===== config.mk =====
export PLATFORM = sky130hd
export DESIGN_NAME = tcw_channel
export DESIGN_NICKNAME = d
export VERILOG_FILES = /design/src/logic/tcw_pkg.sv /design/src/logic/tcw_channel.sv
export SDC_FILE = /design/constraint.sdc
export NUM_CORES = 1
export LEC_CHECK = 0
export BUFFER_PORTS_ARGS = -buffer_cell sky130_fd_sc_hd__buf_2
export CORE_MARGIN = 5
export CORE_UTILIZATION = 40
export DETAILED_ROUTE_END_ITERATION = 8
export GPL_TIMING_DRIVEN = 1
export SLEW_MARGIN = 20
export SYNTH_ARGS = -nofsm -noshare
export SYNTH_HDL_FRONTEND = slang
export SYNTH_SLANG_ARGS = --single-unit

===== constraint.sdc =====
create_clock -name SYS_CLK_I -period 3.45 [get_ports SYS_CLK_I]
set_input_delay 0.1725 -clock SYS_CLK_I [delete_from_list [all_inputs] [get_ports SYS_CLK_I]]
set_output_delay 0.1725 -clock SYS_CLK_I [all_outputs]
set_load 0.05 [all_outputs]

===== src/logic/tcw_pkg.sv =====
package tcw_pkg;

    localparam int          CNT_W  = 16;
    localparam int          DIV_W  = 10;
    localparam int          ADDR_W = 8;
    localparam int          DATA_W = 32;

    // Byte addresses of the channel registers.
    localparam logic [7:0]  OFS_CTRL = 8'h00;
    localparam logic [7:0]  OFS_MODE = 8'h04;
    localparam logic [7:0]  OFS_CV   = 8'h10;
    localparam logic [7:0]  OFS_RA   = 8'h14;
    localparam logic [7:0]  OFS_RB   = 8'h18;
    localparam logic [7:0]  OFS_RC   = 8'h1C;
    localparam logic [7:0]  OFS_STAT = 8'h20;

    // Command bits of the control register and status bit positions.
    localparam int          CTRL_EN_BIT  = 0;
    localparam int          CTRL_DIS_BIT = 1;
    localparam int          CTRL_SWT_BIT = 2;
    localparam int          STAT_CLK_BIT = 16;
    localparam int          STAT_A_BIT   = 17;
    localparam int          STAT_B_BIT   = 18;

    // Internal clock taps: divide by 2, 8, 32, 128 and 1024.
    localparam logic [DIV_W-1:0] TAP_MASK [5] =
        '{10'h001, 10'h007, 10'h01F, 10'h07F, 10'h3FF};
    localparam logic [2:0]  CLK_INT_LAST = 3'h4;

    localparam logic [1:0]  EDGE_RISE = 2'h1;
    localparam logic [1:0]  EDGE_FALL = 2'h2;
    localparam logic [1:0]  EDGE_BOTH = 2'h3;
    localparam logic [1:0]  ACT_NONE  = 2'h0;
    localparam logic [1:0]  ACT_SET   = 2'h1;
    localparam logic [1:0]  ACT_CLR   = 2'h2;
    localparam logic [1:0]  ACT_TOG   = 2'h3;
    localparam logic [1:0]  SRC_LINE_B = 2'h0;

    localparam logic [CNT_W-1:0]  CNT_MAX  = 16'hFFFF;
    localparam logic [CNT_W-1:0]  CNT_ZERO = 16'h0000;
    localparam logic [CNT_W-1:0]  CNT_ONE  = 16'h0001;
    localparam logic [DIV_W-1:0]  DIV_ONE  = 10'h001;
    localparam logic [DATA_W-1:0] WORD_ZERO = 32'h0000_0000;

    // Mode register as seen in waveform mode.
    typedef struct packed {
        logic [1:0] line_b_on_soft_trigger;
        logic [1:0] line_b_on_event;
        logic [1:0] line_b_on_limit_match;
        logic [1:0] line_b_on_second_match;
        logic [1:0] line_a_on_soft_trigger;
        logic [1:0] line_a_on_event;
        logic [1:0] line_a_on_limit_match;
        logic [1:0] line_a_on_first_match;
        logic       wave;
        logic [1:0] count_shape_sel;
        logic       event_restart_enable;
        logic [1:0] event_source_sel;
        logic [1:0] event_edge_sel;
        logic       disable_on_limit;
        logic       stop_on_limit;
        logic [1:0] gate_sel;
        logic       count_edge_invert;
        logic [2:0] count_clock_source;
    } tcw_wave_cfg_t;

    // Mode register as seen in capture mode.
    typedef struct packed {
        logic [11:0] unused_hi;
        logic [1:0]  second_load_edge;
        logic [1:0]  first_load_edge;
        logic        wave;
        logic        limit_match_restart;
        logic [2:0]  unused_mid;
        logic        trigger_line_sel;
        logic [1:0]  trigger_edge_sel;
        logic        disable_on_second_load;
        logic        stop_on_second_load;
        logic [1:0]  gate_sel;
        logic        count_edge_invert;
        logic [2:0]  count_clock_source;
    } tcw_capt_cfg_t;

    typedef struct packed {
        logic [DATA_W-1:0] mode;
        logic [CNT_W-1:0]  count_now;
        logic [CNT_W-1:0]  capture_reg_first;
        logic [CNT_W-1:0]  capture_reg_second;
        logic [CNT_W-1:0]  limit_reg;
        logic [DIV_W-1:0]  div;
        logic              count_down;
        logic              clk_on;
        logic              clk_stopped;
        logic              line_a;
        logic              line_b;
        logic              line_a_oe;
        logic              line_b_oe;
        logic              prev_a;
        logic              prev_b;
        logic [2:0]        prev_x;
        logic              ack;
        logic              wait_q;
        logic [DATA_W-1:0] rdata;
    } tcw_state_t;

    // True when the selected edge kind is seen between two samples.
    function automatic logic tcw_edge_hit(input logic [1:0] sel,
                                          input logic       cur,
                                          input logic       prev);
        tcw_edge_hit = ((sel == EDGE_RISE) && cur && !prev) ||
                       ((sel == EDGE_FALL) && !cur && prev) ||
                       ((sel == EDGE_BOTH) && (cur != prev));
    endfunction : tcw_edge_hit

    // Applies one set, clear or toggle action to a line level.
    function automatic logic tcw_apply(input logic [1:0] act,
                                       input logic       v);
        case (act)
            ACT_SET: tcw_apply = 1'b1;
            ACT_CLR: tcw_apply = 1'b0;
            ACT_TOG: tcw_apply = !v;
            default: tcw_apply = v;
        endcase
    endfunction : tcw_apply

endpackage : tcw_pkg


===== src/logic/tcw_channel.sv =====
module tcw_channel
    import tcw_pkg::*;
(
    input  wire logic              SYS_CLK_I,
    input  wire logic              SRST_I,
    input  wire logic [ADDR_W-1:0] AVS_ADDRESS_I,
    input  wire logic              AVS_READ_I,
    input  wire logic              AVS_WRITE_I,
    input  wire logic [DATA_W-1:0] AVS_WRITEDATA_I,
    input  wire logic [3:0]        AVS_BYTEENABLE_I,
    output logic      [DATA_W-1:0] AVS_READDATA_O,
    output logic                   AVS_WAITREQUEST_O,
    input  wire logic              LINE_A_I,
    output logic                   LINE_A_O,
    output logic                   LINE_A_OE_O,
    input  wire logic              LINE_B_I,
    output logic                   LINE_B_O,
    output logic                   LINE_B_OE_O,
    input  wire logic [2:0]        EXT_CLK_I
);

    tcw_state_t    s_reg;
    tcw_state_t    s_next;
    tcw_wave_cfg_t wv;
    tcw_capt_cfg_t cp;
    logic          tick_p;
    logic          restart_p;
    logic          soft_p;
    logic          lim_p;
    logic          ld_a_p;

    // Both views overlay the same mode word.
    assign wv = tcw_wave_cfg_t'(s_reg.mode);
    assign cp = tcw_capt_cfg_t'(s_reg.mode);

    // Outputs come straight from the state flops.
    assign AVS_READDATA_O    = s_reg.rdata;
    assign AVS_WAITREQUEST_O = s_reg.wait_q;
    assign LINE_A_O          = s_reg.line_a;
    assign LINE_A_OE_O       = s_reg.line_a_oe;
    assign LINE_B_O          = s_reg.line_b;
    assign LINE_B_OE_O       = s_reg.line_b_oe;

    // All next-state logic of the channel. Bus writes are applied at
    // the edge where waitrequest is seen low, so they line up with the
    // master's own notion of completion.
    always_comb begin
        logic              req;
        logic              wr_go;
        logic [DATA_W-1:0] wmask;
        logic [DATA_W-1:0] wd;
        logic [1:0]        xi;
        logic [1:0]        gi;
        logic              src_edge;
        logic              gate;
        logic              trg_cur;
        logic              trg_prev;
        logic              ext_trig;
        logic              ev_cur;
        logic              ev_prev;
        logic              ev;
        logic              first_m;
        logic              second_m;
        logic              ld_b;
        logic              auto_hit;
        logic [1:0]        act_a;
        logic [1:0]        act_b;
        logic [DATA_W-1:0] rd;
        tcw_wave_cfg_t     nw;
        req      = AVS_READ_I || AVS_WRITE_I;
        wr_go    = AVS_WRITE_I && s_reg.ack;
        wmask    = {{8{AVS_BYTEENABLE_I[3]}}, {8{AVS_BYTEENABLE_I[2]}},
                    {8{AVS_BYTEENABLE_I[1]}}, {8{AVS_BYTEENABLE_I[0]}}};
        wd       = AVS_WRITEDATA_I & wmask;
        xi       = 2'(wv.count_clock_source[1:0] - 2'h1);
        gi       = 2'(wv.gate_sel - 2'h1);
        src_edge = 1'b0;
        gate     = 1'b1;
        ext_trig = 1'b0;
        trg_cur  = 1'b0;
        trg_prev = 1'b0;
        ev_cur   = 1'b0;
        ev_prev  = 1'b0;
        nw       = wv;
        ev       = 1'b0;
        first_m  = 1'b0;
        second_m = 1'b0;
        ld_b     = 1'b0;
        auto_hit = 1'b0;
        act_a    = ACT_NONE;
        act_b    = ACT_NONE;
        rd       = WORD_ZERO;
        restart_p = 1'b0;
        ld_a_p    = 1'b0;
        s_next   = s_reg;
        s_next.div    = DIV_W'(s_reg.div + DIV_ONE);
        s_next.prev_a = LINE_A_I;
        s_next.prev_b = LINE_B_I;
        s_next.prev_x = EXT_CLK_I;

        // Counting clock: a divider tap, or an edge of an external
        // clock. Internal taps are already one-cycle pulses, so the
        // invert bit has no visible effect on them.
        if (wv.count_clock_source <= CLK_INT_LAST) begin
            src_edge = (s_reg.div & TAP_MASK[wv.count_clock_source])
                       == TAP_MASK[wv.count_clock_source];
        end else if (wv.count_edge_invert) begin
            src_edge = !EXT_CLK_I[xi] && s_reg.prev_x[xi];
        end else begin
            src_edge = EXT_CLK_I[xi] && !s_reg.prev_x[xi];
        end
        if (wv.gate_sel != 2'h0) begin
            gate = EXT_CLK_I[gi];
        end
        tick_p = src_edge && gate && s_reg.clk_on && !s_reg.clk_stopped;
        lim_p  = tick_p && (s_reg.count_now == s_reg.limit_reg);

        // Control register: enable, disable and software trigger.
        soft_p = wr_go && (AVS_ADDRESS_I == OFS_CTRL)
                 && wd[CTRL_SWT_BIT];

        if (!wv.wave) begin
            // Capture mode.
            trg_cur  = cp.trigger_line_sel ? LINE_A_I : LINE_B_I;
            trg_prev = cp.trigger_line_sel ? s_reg.prev_a : s_reg.prev_b;
            ext_trig = tcw_edge_hit(cp.trigger_edge_sel,
                                    trg_cur, trg_prev);
            ld_a_p   = tcw_edge_hit(cp.first_load_edge,
                                    LINE_A_I, s_reg.prev_a);
            ld_b     = tcw_edge_hit(cp.second_load_edge,
                                    LINE_A_I, s_reg.prev_a);
            if (ld_a_p) begin
                s_next.capture_reg_first = s_reg.count_now;
            end
            if (ld_b) begin
                s_next.capture_reg_second = s_reg.count_now;
                s_next.clk_stopped = s_reg.clk_stopped
                                     || cp.stop_on_second_load;
                s_next.clk_on = s_reg.clk_on
                                && !cp.disable_on_second_load;
            end
            restart_p = soft_p || ext_trig
                        || (cp.limit_match_restart && lim_p);
            if (tick_p) begin
                s_next.count_now = CNT_W'(s_reg.count_now + CNT_ONE);
            end
        end else begin
            // Waveform mode: event source and edge.
            if (wv.event_source_sel == SRC_LINE_B) begin
                ev_cur  = LINE_B_I;
                ev_prev = s_reg.prev_b;
            end else begin
                ev_cur  = EXT_CLK_I[2'(wv.event_source_sel - 2'h1)];
                ev_prev = s_reg.prev_x[2'(wv.event_source_sel - 2'h1)];
            end
            ev = tcw_edge_hit(wv.event_edge_sel, ev_cur, ev_prev);
            first_m  = tick_p
                       && (s_reg.count_now == s_reg.capture_reg_first);
            second_m = tick_p
                       && (s_reg.count_now == s_reg.capture_reg_second);
            auto_hit = wv.count_shape_sel[1] && lim_p;
            restart_p = soft_p || (wv.event_restart_enable && ev)
                        || (auto_hit && !wv.count_shape_sel[0]);
            if (tick_p) begin
                if (!s_reg.count_down) begin
                    if (wv.count_shape_sel[0]
                        && ((s_reg.count_now == CNT_MAX) || auto_hit)) begin
                        s_next.count_down = 1'b1;
                        s_next.count_now  = CNT_W'(s_reg.count_now - CNT_ONE);
                    end else begin
                        s_next.count_now  = CNT_W'(s_reg.count_now + CNT_ONE);
                    end
                end else if (s_reg.count_now == CNT_ZERO) begin
                    s_next.count_down = 1'b0;
                    s_next.count_now  = CNT_ONE;
                end else begin
                    s_next.count_now  = CNT_W'(s_reg.count_now - CNT_ONE);
                end
            end
            if (lim_p && wv.stop_on_limit) begin
                s_next.clk_stopped = 1'b1;
            end
            if (lim_p && wv.disable_on_limit) begin
                s_next.clk_on = 1'b0;
            end

            // One action per line: soft trigger, then event, then
            // limit match, then register match. A soft trigger or event whose
            // field says none lets the next source through; a limit match never does.
            if (soft_p && (wv.line_a_on_soft_trigger != ACT_NONE)) begin
                act_a = wv.line_a_on_soft_trigger;
            end else if (ev && (wv.line_a_on_event != ACT_NONE)) begin
                act_a = wv.line_a_on_event;
            end else if (lim_p) begin
                act_a = wv.line_a_on_limit_match;
            end else if (first_m) begin
                act_a = wv.line_a_on_first_match;
            end
            if (soft_p && (wv.line_b_on_soft_trigger != ACT_NONE)) begin
                act_b = wv.line_b_on_soft_trigger;
            end else if (ev && (wv.line_b_on_event != ACT_NONE)) begin
                act_b = wv.line_b_on_event;
            end else if (lim_p) begin
                act_b = wv.line_b_on_limit_match;
            end else if (second_m) begin
                act_b = wv.line_b_on_second_match;
            end
            s_next.line_a = tcw_apply(act_a, s_reg.line_a);
            s_next.line_b = tcw_apply(act_b, s_reg.line_b);
        end

        // A trigger resets the count and restarts a stopped clock; it
        // cannot revive a clock that software or the limit disabled.
        if (restart_p) begin
            s_next.count_now   = CNT_ZERO;
            s_next.count_down  = 1'b0;
            s_next.clk_stopped = 1'b0;
        end

        // Bus writes. Hardware loads of the capture registers win over
        // a write landing in the same cycle.
        if (wr_go) begin
            case (AVS_ADDRESS_I)
                OFS_CTRL: begin
                    if (wd[CTRL_DIS_BIT]) begin
                        s_next.clk_on = 1'b0;
                    end else if (wd[CTRL_EN_BIT]) begin
                        s_next.clk_on      = 1'b1;
                        s_next.clk_stopped = 1'b0;
                    end
                end
                OFS_MODE: begin
                    s_next.mode = (s_reg.mode & ~wmask) | wd;
                end
                OFS_RA: begin
                    if (wv.wave) begin
                        s_next.capture_reg_first = CNT_W'(wd);
                    end
                end
                OFS_RB: begin
                    if (wv.wave) begin
                        s_next.capture_reg_second = CNT_W'(wd);
                    end
                end
                OFS_RC: begin
                    s_next.limit_reg = CNT_W'(wd);
                end
                default: begin
                end
            endcase
        end

        // Line directions follow the mode word that will be in force.
        // Reading the fields by name keeps the directions tied to the
        // struct layout if the mode word is ever rearranged.
        nw = tcw_wave_cfg_t'(s_next.mode);
        s_next.line_a_oe = nw.wave;
        s_next.line_b_oe = nw.wave
            && (nw.event_source_sel != SRC_LINE_B);

        // Read mux, sampled on the first cycle of a request so that the
        // data already stand when waitrequest drops.
        case (AVS_ADDRESS_I)
            OFS_MODE: rd = s_reg.mode;
            OFS_CV:   rd = DATA_W'(s_reg.count_now);
            OFS_RA:   rd = DATA_W'(s_reg.capture_reg_first);
            OFS_RB:   rd = DATA_W'(s_reg.capture_reg_second);
            OFS_RC:   rd = DATA_W'(s_reg.limit_reg);
            OFS_STAT: begin
                rd[STAT_CLK_BIT] = s_reg.clk_on && !s_reg.clk_stopped;
                rd[STAT_A_BIT]   = wv.wave ? s_reg.line_a : LINE_A_I;
                rd[STAT_B_BIT]   = s_reg.line_b_oe ? s_reg.line_b
                                                   : LINE_B_I;
            end
            default:  rd = WORD_ZERO;
        endcase
        s_next.ack    = req && !s_reg.ack;
        s_next.wait_q = !(req && !s_reg.ack);
        if (AVS_READ_I && !s_reg.ack) begin
            s_next.rdata = rd;
        end
    end

    // State register with synchronous reset.
    always_ff @(posedge SYS_CLK_I) begin
        if (SRST_I) begin
            s_reg        <= '0;
            s_reg.wait_q <= 1'b1;
        end else begin
            s_reg <= s_next;
        end
    end
endmodule : tcw_channel


**Word level (Yosys, flattened, before mapping)**

Memories as Yosys holds them, arrays and structs flattened.
Index checks and enable logic that the tools add are counted.

- Bits in registers: 152
- Bits in read-only memories: 80
- Bits of input ports: 53
- Output and inout port bits: 37
- Word-level logic and storage cells: 229
- Memories kept: 1

- Add/sub/neg operators: 6
- Magnitude comparators: 5
- Eq/ne operators: 29
- Multiplexer cells: 69
- Bitwise logic cells: 6
- Reductions and logical operators: 93

Memory list:

| name | words | bits a word | rd ports | clocked after Yosys merged registers in | wr ports | RTL line | RTL |
|---|---|---|---|---|---|---|---|
| (name not given) | 8 | 10 | 1 | 0 | 0 | tcw_channel.sv:106 | `== TAP_MASK[wv.count_clock_source];` |

Operators by type and width:

| kind | number |
|---|---|
| 2-to-1 mux 16 bit | 15 |
| one-hot mux 16 bit (5 select lines) | 1 |
| bitwise AND 32 bit | 2 |
| == test 16 bit | 3 |
| 2-to-1 mux 48 bit | 1 |
| logical AND 1 bit | 46 |
| == test 8 x 5 -> 1 bit, second input constant | 4 |
| 2-to-1 mux 32 bit | 1 |
| NOT 32 bit | 1 |
| OR 32 bit | 1 |
| 2-to-1 mux 2 bit | 15 |
| 2-to-1 mux 1 bit | 25 |
| == test 2 bit, second input constant | 10 |
| 2-to-1 mux 10 bit | 2 |
| adder 16 x 1 -> 16 bit, second input constant | 1 |
| == test 16 bit, second input constant | 1 |
| logical NOT 16 bit | 1 |
| subtractor 16 x 1 -> 16 bit, second input constant | 1 |
| logical NOT 1 bit | 15 |
| logical OR 1 bit | 15 |
| 2-to-1 mux 13 bit | 1 |
| nonzero test 2 bit | 6 |
| adder 10 x 1 -> 10 bit, second input constant | 1 |
| bitwise AND 10 bit | 1 |
| 18 further kinds | 38 |

**Longest topological paths before layout**

- Depth in word-level cells: 20
- Depth in mapped cells: 12

**Worst setup path after synthesis**

No wires, ideal clock.

- Path type: reg-to-reg
- Start point: register with a tool-made name
- End point: register s_reg[110] in the netlist's numbering
- Data arrival time: 2,485 ps
- Slack: 842 ps
- Cell stages (with the launch flop): 10
- Cells stage by stage: dfxtp_1 > inv_1 > ha_1 > o311ai_1 > o211ai_1 > a221o_2 > o21ai_4 > mux2_2 > o22ai_1 > nor3_1

RTL lines:

| element | RTL line | RTL |
|---|---|---|
| end signal: assignment | tcw_channel.sv:290 | `s_reg <= s_next;` |
| end: declaration | tcw_channel.sv:22 | `tcw_state_t s_reg;` |

==> reports/metrics.cfg <==
[run_status]
status=completed

[worst_hold_path]
hp-start=AVS_WRITEDATA_I[25]
min_path_cells=3
hold_path.class=in2reg

[clock_network]
cts_max_path_buffers=2
path_clk_slew_ps=70
clkLatencyLatePin_ps=440
htree_levels=4
cts.sinks=151
cts_tree=built
cts_buffers=17
ctsRootBufferMaster=clkbuf_16
post_cts_buffers=0

[flow_run]
drv_cap=0

[synthesis]
seq_area_frac_synth_pct=35.4
synthArstFlopShare_pct=0
synth-seq-cells=151
yosysUniqueCellTypes=73
synth_fp_nets=1113
ys.flop_type=dfxtp_1
synthAdderAreaFrac_pct=1.17
synth_cells=1052
yosys.area_share.xor_xnor_pct=5.74
synth_edf_count=0
synth_compound_area_share_pct=21.8
muxShareOfSynthArea_pct=5.96
synth_top_family_by_area=compound AO/OA/AOI/OAI gates
avgSynthCellArea_sq_um=8.12
yosys.area_share.simple_pct=21.5
syn_area_sq_um=8550
yosysWarnings=0

[pwr]
ir_worst_vdd_mv=0.293
p_per_area_nw_per_um2=421
p_leak_nw=3.53
total_power_mw=4.07

[floorplan]
std_cell_rows=53
dieArea_sq_um=24400
start_util_pct=40.7
die_h_um=156
design.core.area_sq_um=21000
die_x_um=156
boundaryPins=90

[global_routing]
overflow=0
antenna_found_initial=0
grtUsageTotal_pct=23.3
grt_max_degree=76
grt_first_pass_wirelength_mm=44.7
grt_pass1_vias=7806

[sta]
setup_viol=0
fin_crit_sh_pct=90.1
final_max_slew_viol_count=0
setup_slack_ps=343
clock_skew_ps=15.5
hold_slack_ps=4.27
finalSetupTns_ps=0
rsz0062_at_grt=false
worst_pin_slew_ps=1020
fmax_ghz=0.322
slew_headroom_pct=31.7
hold_viol=0
period_minus_slack_ps=3110

[worst_setup_path]
rrSetupSlack_ps=340
cp-start-kind=register
critPathKind=reg2reg
worstRegToRegCells=10
end_kind=register
cp.arrival_ps=3420
r2r-end=s_reg[118]
required_ps=3760
cp_max_fo=20

[drt]
dr_total_vias=8107
vias_per_cell=5.93
first_pass_iters=5
routedWlPerCell_um=21.0
drc=0
ant_nets=0
drt-initial-drc-count=844
routed_wl_mm=28.7

[placement]
gp_congestion=0.911
hpwlAfterDp_mm=20.0
placed_cells=1324
dpl_cell_area_sq_um=8930
place_ws_ps=407
placement.io_buffers=89

[cells_and_area]
finish.instance_area_sq_um=9660
final_util_pct=45.9
diodes=0
fin_nets=1139
final_layout_size_suffix_gt1_share_pct=16.9
seqCellArea_sq_um=3020
multiInputGateArea_sq_um=4810
instances_no_fill=1366
area_growth_pct=13.0
nFillCells=2093

[where the power goes]
| part | internal, mW | switching (mW) | leakage, nW | total, mW |
|---|---|---|---|---|
| logic | 0.0878 | 0.210 | 2.01 | 0.298 |
| clock network | 1.11 | 0.877 | 0.300 | 1.99 |
| registers | 1.77 | 0.0173 | 1.22 | 1.78 |
| total | 2.97 | 1.10 | 3.53 | 4.07 |
[Yosys cell counts (all sizes together), types with 4 or more instances]
master,n,area share (%)
a22o,19,1.9
nand4,18,1.4
a221oi,20,2.1
or4,4,0.44
dfxtp,151,35
nand2,101,4.5
clkbuf,59,2.6
buf,65,5.1
and3,15,1.1
a31oi,7,0.51
nand3,83,5.0
mux2,7,0.92
nor2,64,2.8
nand2b,8,0.59
mux2i,43,5.0
a21oi,111,6.5
xor2,21,2.2
nor3,35,2.2
a211oi,36,3.2
nor3b,4,0.35
inv,18,0.79
ha,8,1.2
o21ai,27,1.8
nor4,7,0.59
a221o,19,2.2
xnor2,35,3.6
nor2b,12,0.88
a22oi,7,0.61
[how the worst max path moves through the flow]
| stage | startpoint | endpoint | slack, ps | depth (start not counted) |
|---|---|---|---|---|
| after global placement | register | s_reg[110] | 480 | 9 |
| after CTS | register | s_reg[118] | 360 | 10 |
| after global routing | register | s_reg[118] | 230 | 10 |
| after detailed placement | register | s_reg[110] | 410 | 9 |
| after floorplan | register | s_reg[110] | 840 | 9 |
| final | register | s_reg[118] | 340 | 10 |
[repair_timing]
action,4_1_cts,5_1_grt
hold buffers,10,0
endpoints found under the hold margin,10,0
resized for setup,0,0
[cell usage in the layout (no fill, tap or decap), types with 11 or more instances in the layout]
master       n
a211oi_1    36
a21oi_1    111
a221o_1     18
a221oi_1    19
a22o_1      19
and3_1      15
buf_2       88
buf_4       33
clkbuf_16   17
dfxtp_1    151
inv_1       17
mux2i_1     43
nand2_1    100
nand3_1     81
nand4_1     17
nor2_1      61
nor2b_1     11
nor3_1      33
o21ai_0     22
xnor2_1     35
xor2_1      21
[worst max-delay path, cell delays in order (launching register included)]
cell and delay (ps):
dfxtp_1 420, inv_1 110, ha_1 390, o311ai_1 290, o211ai_1 170, a221o_2 590, o21ai_4 390, buf_4 250
nor3_1 60, o21ai_0 200, a21oi_1 120
[kinds of logic after synthesis]
group,after synthesis
AND/OR/NAND/NOR,370
AO/OA/AOI/OAI,275
adder cells (fa/ha/maj),8
buffers and inverters,142
flip-flops,151
XOR/XNOR,56
multiplexers,50
[cell type report]
cell class	instances	area share (%)
multi-input cells	759	49.8
flip-flops and latches	151	31.3
repair buffers	131	8.16
clock buffers	17	4.41
well taps	275	3.56
clock inverters	15	2.06
inverters	18	0.700
[per-layer routing]
| metal | up-vias | GRT usage [%] | routed length [um] |
|---|---|---|---|
| met2 | 377 | 35.2 | 12700 |
| li1 | 3839 | - | - |
| met3 | 48 | 5.02 | 2490 |
| met4 | 0 | 6.98 | 648 |
| met1 | 3843 | 33.4 | 12900 |
| met5 | - | 0 | 0 |
(Power assumes the default switching activity.)
